### src/hrpc_pkg.sv
// Constants for the reset-pin and holdover control registers.
// Assumes a byte-wide serial register port in front of the block.
package hrpc_pkg;
  // ==========================================================
  // Register offsets
  localparam logic [12:0] PIN_CTRL_OFS  = 13'h014A;
  localparam logic [12:0] HOLD_CTRL_OFS = 13'h014B;
  localparam logic [12:0] MAN_LOW_OFS   = 13'h014C;
  // ==========================================================
  // Reset values
  localparam logic [7:0] PIN_CTRL_RST  = 8'h02;
  localparam logic [7:0] HOLD_CTRL_RST = 8'h16;
  localparam logic [7:0] MAN_LOW_RST   = 8'h00;
  localparam logic [9:0] TRACK_RST     = 10'h200;
  // ==========================================================
  // Field positions
  localparam int SEL_MSB     = 5;
  localparam int SEL_LSB     = 3;
  localparam int TYPE_MSB    = 2;
  localparam int TYPE_LSB    = 0;
  localparam int TMO_MSB     = 7;
  localparam int TMO_LSB     = 6;
  localparam int ABS_EN_BIT  = 5;
  localparam int TRACK_BIT   = 4;
  localparam int FORCE_BIT   = 3;
  localparam int MANUAL_BIT  = 2;
  localparam int MAN_HI_MSB  = 1;
  localparam int MAN_HI_LSB  = 0;
  // ==========================================================
  // Pin output selector codes
  localparam logic [2:0] SEL_LOW      = 3'h0;
  localparam logic [2:0] SEL_THIRD    = 3'h2;
  localparam logic [2:0] SEL_LOCKED   = 3'h3;
  localparam logic [2:0] SEL_DAC_LOW  = 3'h4;
  localparam logic [2:0] SEL_DAC_HIGH = 3'h5;
  localparam logic [2:0] SEL_READBACK = 3'h6;
  // ==========================================================
  // Pin type codes
  localparam logic [2:0] TYPE_IN      = 3'h0;
  localparam logic [2:0] TYPE_IN_PU   = 3'h1;
  localparam logic [2:0] TYPE_IN_PD   = 3'h2;
  localparam logic [2:0] TYPE_PP      = 3'h3;
  localparam logic [2:0] TYPE_PP_INV  = 3'h4;
  localparam logic [2:0] TYPE_OD      = 3'h6;
endpackage : hrpc_pkg

### src/hrpc_ctrl.sv
// Reset-pin configuration and holdover control register bank.
// Assumes register writes and reads arrive as one-cycle strobes
// from the serial control port, synchronous to core_clk_i.
//
// Notes on behaviour
// - Selector bits 5:3: low, third ref, DAC locked/low/high, readback.
// - Selector only drives the pin in output types; ignored in input types.
// - Type bits 2:0: in, pull-up, pull-down, push-pull, inverted, open-drain.
// - In any input type a high pin level holds the device in reset.
// - Bits 7:6 set the signal-absent timeout, codes 0 to 3.
// - Bit 5 enables signal-absent detection.
// - Bit 4 enables tuning tracking; tracked code starts at 512 after reset.
// - Tracked code updates only while the first stage PLL is locked.
// - Tracking runs in every mode, holdover or not.
// - Bit 3 forces holdover; clearing it releases the force.
// - Forced holdover drives manual value if manual, else last tracked value.
// - Bit 2 selects manual (1) or tracked (0) DAC source while forced; resets manual.
// - Bits 1:0 are manual value high bits, reset value 2.
// - Manual value is 10 bits; low byte lives in the next register.
`timescale 1ns/1ps
module hrpc_ctrl #(
  parameter int ADDR_W = 13
) (
  input  wire logic              core_clk_i,
  input  wire logic              rst_n_i,
  input  wire logic              wr_en_i,
  input  wire logic              rd_en_i,
  input  wire logic [ADDR_W-1:0] addr_i,
  input  wire logic [7:0]        wr_data_i,
  output logic      [7:0]        rd_data_o,
  output logic                   rd_valid_o,
  input  wire logic              pin_i,
  output logic                   pin_o,
  output logic                   pin_oe_o,
  output logic                   pin_pull_up_o,
  output logic                   pin_pull_down_o,
  output logic                   device_reset_o,
  input  wire logic              third_ref_input_sel_i,
  input  wire logic              dac_locked_i,
  input  wire logic              dac_low_i,
  input  wire logic              dac_high_i,
  input  wire logic              readback_data_i,
  input  wire logic              first_stage_pll_locked_i,
  input  wire logic              tune_valid_i,
  input  wire logic [9:0]        tune_code_i,
  output logic      [1:0]        signal_absent_timeout_o,
  output logic                   signal_absent_detect_enable_o,
  output logic                   holdover_o,
  output logic      [9:0]        dac_code_o
);

  // ==========================================================
  // Register storage
  logic [5:0] pin_ctrl_r;
  logic [7:0] hold_ctrl_r;
  logic [7:0] man_low_r;
  logic [9:0] track_code_r;

  wire wr_pin  = wr_en_i && (addr_i == ADDR_W'(hrpc_pkg::PIN_CTRL_OFS));
  wire wr_hold = wr_en_i && (addr_i == ADDR_W'(hrpc_pkg::HOLD_CTRL_OFS));
  wire wr_low  = wr_en_i && (addr_i == ADDR_W'(hrpc_pkg::MAN_LOW_OFS));

  always_ff @(posedge core_clk_i or negedge rst_n_i) begin
    if (!rst_n_i) begin
      pin_ctrl_r  <= hrpc_pkg::PIN_CTRL_RST[5:0];
      hold_ctrl_r <= hrpc_pkg::HOLD_CTRL_RST;
      man_low_r   <= hrpc_pkg::MAN_LOW_RST;
    end else begin
      if (wr_pin) pin_ctrl_r <= wr_data_i[5:0];
      if (wr_hold) hold_ctrl_r <= wr_data_i;
      if (wr_low) man_low_r <= wr_data_i;
    end
  end

  // ==========================================================
  // Field decode
  wire [2:0] sel_f  = pin_ctrl_r[hrpc_pkg::SEL_MSB:hrpc_pkg::SEL_LSB];
  wire [2:0] type_f = pin_ctrl_r[hrpc_pkg::TYPE_MSB:hrpc_pkg::TYPE_LSB];
  wire       track_en_f = hold_ctrl_r[hrpc_pkg::TRACK_BIT];
  wire       force_f    = hold_ctrl_r[hrpc_pkg::FORCE_BIT];
  wire       manual_f   = hold_ctrl_r[hrpc_pkg::MANUAL_BIT];
  wire [9:0] man_value  = {hold_ctrl_r[hrpc_pkg::MAN_HI_MSB:
                                       hrpc_pkg::MAN_HI_LSB],
                           man_low_r};

  function automatic logic is_input(input logic [2:0] t);
    is_input = (t == hrpc_pkg::TYPE_IN) || (t == hrpc_pkg::TYPE_IN_PU) ||
               (t == hrpc_pkg::TYPE_IN_PD);
  endfunction : is_input

  // ==========================================================
  // Pin selector and driver
  logic sel_sig;
  always_comb begin
    case (sel_f)
      hrpc_pkg::SEL_LOW:      sel_sig = 1'b0;
      hrpc_pkg::SEL_THIRD:    sel_sig = third_ref_input_sel_i;
      hrpc_pkg::SEL_LOCKED:   sel_sig = dac_locked_i;
      hrpc_pkg::SEL_DAC_LOW:  sel_sig = dac_low_i;
      hrpc_pkg::SEL_DAC_HIGH: sel_sig = dac_high_i;
      hrpc_pkg::SEL_READBACK: sel_sig = readback_data_i;
      default:                sel_sig = 1'b0;
    endcase
  end

  wire in_mode  = is_input(type_f);
  wire pp_mode  = (type_f == hrpc_pkg::TYPE_PP);
  wire inv_mode = (type_f == hrpc_pkg::TYPE_PP_INV);
  wire od_mode  = (type_f == hrpc_pkg::TYPE_OD);

  wire pin_nxt    = inv_mode ? ~sel_sig :
                    pp_mode  ? sel_sig : 1'b0;
  wire pin_oe_nxt = pp_mode || inv_mode ||
                    (od_mode && !sel_sig);
  wire rst_nxt    = in_mode && pin_i;

  always_ff @(posedge core_clk_i or negedge rst_n_i) begin
    if (!rst_n_i) begin
      pin_o           <= 1'b0;
      pin_oe_o        <= 1'b0;
      pin_pull_up_o   <= 1'b0;
      pin_pull_down_o <= 1'b0;
      device_reset_o  <= 1'b0;
    end else begin
      pin_o           <= pin_nxt;
      pin_oe_o        <= pin_oe_nxt;
      pin_pull_up_o   <= (type_f == hrpc_pkg::TYPE_IN_PU);
      pin_pull_down_o <= (type_f == hrpc_pkg::TYPE_IN_PD);
      device_reset_o  <= rst_nxt;
    end
  end

  // ==========================================================
  // Tuning tracking and holdover DAC source
  wire track_upd = track_en_f && first_stage_pll_locked_i &&
                   tune_valid_i;
  wire [9:0] dac_nxt = (force_f && manual_f) ? man_value
                                             : track_code_r;

  always_ff @(posedge core_clk_i or negedge rst_n_i) begin
    if (!rst_n_i) begin
      track_code_r <= hrpc_pkg::TRACK_RST;
      dac_code_o   <= hrpc_pkg::TRACK_RST;
      holdover_o   <= 1'b0;
    end else begin
      if (track_upd) track_code_r <= tune_code_i;
      dac_code_o   <= dac_nxt;
      holdover_o   <= force_f;
    end
  end

  // ==========================================================
  // Signal-absent controls
  always_ff @(posedge core_clk_i or negedge rst_n_i) begin
    if (!rst_n_i) begin
      signal_absent_timeout_o       <= 2'h0;
      signal_absent_detect_enable_o <= 1'b0;
    end else begin
      signal_absent_timeout_o <=
        hold_ctrl_r[hrpc_pkg::TMO_MSB:hrpc_pkg::TMO_LSB];
      signal_absent_detect_enable_o <=
        hold_ctrl_r[hrpc_pkg::ABS_EN_BIT];
    end
  end

  // ==========================================================
  // Register readback
  wire [7:0] rd_nxt =
    (addr_i == ADDR_W'(hrpc_pkg::PIN_CTRL_OFS))  ? {2'h0, pin_ctrl_r} :
    (addr_i == ADDR_W'(hrpc_pkg::HOLD_CTRL_OFS)) ? hold_ctrl_r :
    (addr_i == ADDR_W'(hrpc_pkg::MAN_LOW_OFS))   ? man_low_r : 8'h00;

  always_ff @(posedge core_clk_i or negedge rst_n_i) begin
    if (!rst_n_i) begin
      rd_data_o  <= 8'h00;
      rd_valid_o <= 1'b0;
    end else begin
      rd_valid_o <= rd_en_i;
      if (rd_en_i) rd_data_o <= rd_nxt;
    end
  end
endmodule : hrpc_ctrl

### config.mk
export PLATFORM = sky130hd
export DESIGN_NAME = hrpc_ctrl
export DESIGN_NICKNAME = d
export VERILOG_FILES = /design/src/hrpc_pkg.sv /design/src/hrpc_ctrl.sv
export SDC_FILE = /design/constraint.sdc
export NUM_CORES = 1
export LEC_CHECK = 0
export BUFFER_PORTS_ARGS = -buffer_cell sky130_fd_sc_hd__buf_2
export CAP_MARGIN = 20
export CORE_MARGIN = 5
export CORE_UTILIZATION = 30
export CTS_BUF_LIST = sky130_fd_sc_hd__clkbuf_2
export CTS_CLUSTER_DIAMETER = 30
export DETAILED_ROUTE_END_ITERATION = 6
export PLACE_DENSITY_LB_ADDON = 0.25
export SLEW_MARGIN = 20
export SYNTH_ARGS = -nofsm -noshare
export SYNTH_HDL_FRONTEND = slang
export SYNTH_SLANG_ARGS = --single-unit
### constraint.sdc
create_clock -name core_clk_i -period 1.3 [get_ports core_clk_i]
set_input_delay 0.325 -clock core_clk_i [delete_from_list [all_inputs] [get_ports core_clk_i]]
set_output_delay 0.325 -clock core_clk_i [all_outputs]
set_load 0.02 [all_outputs]
==> qor.txt <==
Register-to-Register Path Depth - 5
Nets - 314
Most common cell on crit path - buf_6
largest area contributor in the netlist - dfrtp_1
Core ar. - 8220 um^2
Iter 0 DRT Violations - 39
WP buf/inv - 2
hold crit path type - primary input to flop
gp weighted congestion - 0.748
DPL Wire Length - 4320 um
final setup fails - 51
Cell Rows - 33
delay-heaviest family, CP - simple AND/OR/NAND/NOR gates
CP peak stage delay - 0.55 ns
first-pass GRT wire length - 9560 um
Rel. slew slack - 0.781
Initial Utilization - 0.307
clock root buffer - clkbuf_2
max-cap violations - 0
max frequency - 606 MHz
final worst-path cycle share - 1.27
Post-Synth XOR/XNOR Area - 0
# diodes - 0
Area growth syn-to-layout - 43.2%
CP startpoint - addr_i[5]
multiplexer share of the synthesized area - 0.212
setup slack after layout - -0.351 ns
crit path launch type - primary input
Yosys reg bits - 60
DIE HEIGHT - 102 um
H-tree depth - 3
fin cells - 381
num ports - 71
CTS Buffer Depth - 2
WL final - 5960 um
status - finished with violations
CP max FO - 6
Skew-Pair Late Insertion Delay - 0.48 ns
PwrDens - 1010 nW/um^2
Critical Path RT - 1.69 ns
Seq/Total Area, Yosys - 0.598
fraction of layout instances using a drive strength above 1 - 0.598
Setup CP Type - primary input to flop
count leader, synth - dfrtp_1
Leak Pwr - 1.77 nW
main area contributors after synthesis - dfrtp_1, mux2_2, mux2_4
Post-synth EDFFs - 0
Mapped Area - 2520 um^2
Antenna Nets Post-Route - 0
worst-path cell chain - buf_6, or4b_4, nor4_4, and4b_1, buf_6, mux2_4
Clock Sinks - 60
Crit. path cell count - 6
layout filler cell count - 776
Worst-path clk slew - 0.17 ns
yosys warns - 0
Max Slew Vio Count - 0
Synth Area in Compound Gates - 0.0863
final hold vios - 0
Yosys cell types - 31
Commonest cells post-synth - dfrtp_1, mux2_2, mux2_4
TritonCTS clock tree - done
number of port buffers - 70
Vias/cell - 4.52
Total GRT Usage - 0.122
fraction of registers with async set/reset - 1.00
Synth Area in Simple Gates - 0.0709
Adder-Cell Fraction of Synth Area - 0
vias in the first global route - 1883
Crit. End Element - flop
Residual DRC - 0
DR WL/cell - 15.6 um
crit path max-delay cell type - or4b_4
CP arrival - 2.04 ns
Reg2Reg Capture Point - pin_o
die width - 102 um
worst r2r src - pin_ctrl_r[3]
initial antenna violation count - 0
crit path time final - 1.65 ns
Tightest Pin Transition - 0.325 ns
Final Skew - 0.0154 ns
top cell type's share of synthesized area - 0.535
largest family of logic cells by synthesized area - multiplexers
Mapped Cells - 171
largest net degree at the start of global routing - 61
CP Capture Point - pin_ctrl_r[5]
total number of vias - 1721
DP Cell Count - 356
Post-DP Area - 3150 um^2
syn nets - 214
DRT Pass-1 Iters - 4
unrepaired setup endpoints after global routing - yes
synthesized area per cell - 14.8 um^2
failing checks - negative setup slack
top_reg_cell synth - dfrtp_1
post-route cell area - 3610 um^2
Congestion Overflow GR - 0
peak supply drop - 0.509 mV
die area - 10300 um^2
r2r setup slk - -0.01 ns
CTS buffer count - 9
==> power breakdown <==
group | switching, mW | internal [mW] | total (mW)
registers | 0.00581 | 1.88 | 1.89
logic | 0.107 | 0.111 | 0.217
clock network | 0.712 | 0.823 | 1.53
==> what timing repair did <==
item	4_1_cts	5_1_grt
hold endpoints to repair	55	3
setup endpoints to repair	52	52
hold buffers	2	3
setup buffers	2	3
pin swaps	5	2
gates resized for setup	62	9
==> worst reg2reg max path, delay by kind of cell, from the launching register on <==
family                 cells  cell delay, ns
multiplexers               1            0.17
flip-flops                 1            0.47
AND/OR/NAND/NOR            1            0.13
buffers and inverters      1            0.17
AO/OA/AOI/OAI              2            0.31
==> worst min-delay path by stage <==
stage	startpoint	endpoint	slack, ns	cells after the start
4_1_cts	rd_en_i	rd_valid_o	0.005	1
3_3_place_gp	rst_n_i	track_code_r[8]	0.36	2
5_1_grt	tune_code_i[3]	track_code_r[3]	0.004	2
3_5_place_dp	rst_n_i	track_code_r[8]	0.36	2
2_1_floorplan	rst_n_i	dac_code_o[0]	0.03	0
6_report	rd_en_i	rd_valid_o	0.06	1
==> cell families after synthesis <==
kind of cell,after synthesis
AO/OA/AOI/OAI,28
buffers and inverters,16
flip-flops,60
multiplexers,43
AND/OR/NAND/NOR,24
==> area by class of cell <==
class	instances	area, um^2	share of cell area
flip-flops and latches	60	1510	0.418
multi-input cells	95	986	0.273
repair buffers	96	792	0.219
well taps	105	131	0.0364
clock inverters	7	115	0.0319
clock buffers	9	45.0	0.0125
inverters	9	33.8	0.00935
==> per-layer routing <==
layer / up-vias / part of all wire / GRT usage
li1: 831 / - / -
met1: 830 / 0.44 / 0.149
met2: 53 / 0.48 / 0.195
met3: 7 / 0.070 / 0.0503
met4: 0 / 0.015 / 0.0460
met5: - / 0 / 0
==> layout by cell type (no fill, tap or decap), drive strengths merged, types with 3 or more instances in the layout <==
master	n
buf	91
dfrtp	54
mux2	42
inv	9
clkbuf	9
o22ai	7
nor2b	6
a22oi	6
a2bb2oi	6
dfstp	6
dlygate4sd3	5
bufinv	3
clkinv	3
==> flip-flops by register name, summed over array words and instances, names as in the netlist, 2 cells and up <==
name / cells
rd_data_o: 8
dac_code_o: 10
track_code_r: 10
man_low_r: 8
hold_ctrl_r: 8
pin_ctrl_r: 6
signal_absent_timeout_o: 2
==> stage by stage <==
step           total power, mW  worst slack [ns]   util  setup TNS, ns  hold slack [ns]
5_1_grt                   3.80            -0.320  0.440         -10.37          0.00414
2_1_floorplan             1.97            -0.615      -         -14.22           0.0294
3_5_place_dp              2.12            -0.885  0.383         -21.65            0.362
3_3_place_gp              2.11            -0.850  0.383         -21.00            0.357
6_report                  3.64            -0.351  0.440          -7.94           0.0575
4_1_cts                   3.70            -0.329  0.429          -9.84          0.00514
Power figures use the tool's default switching activity.
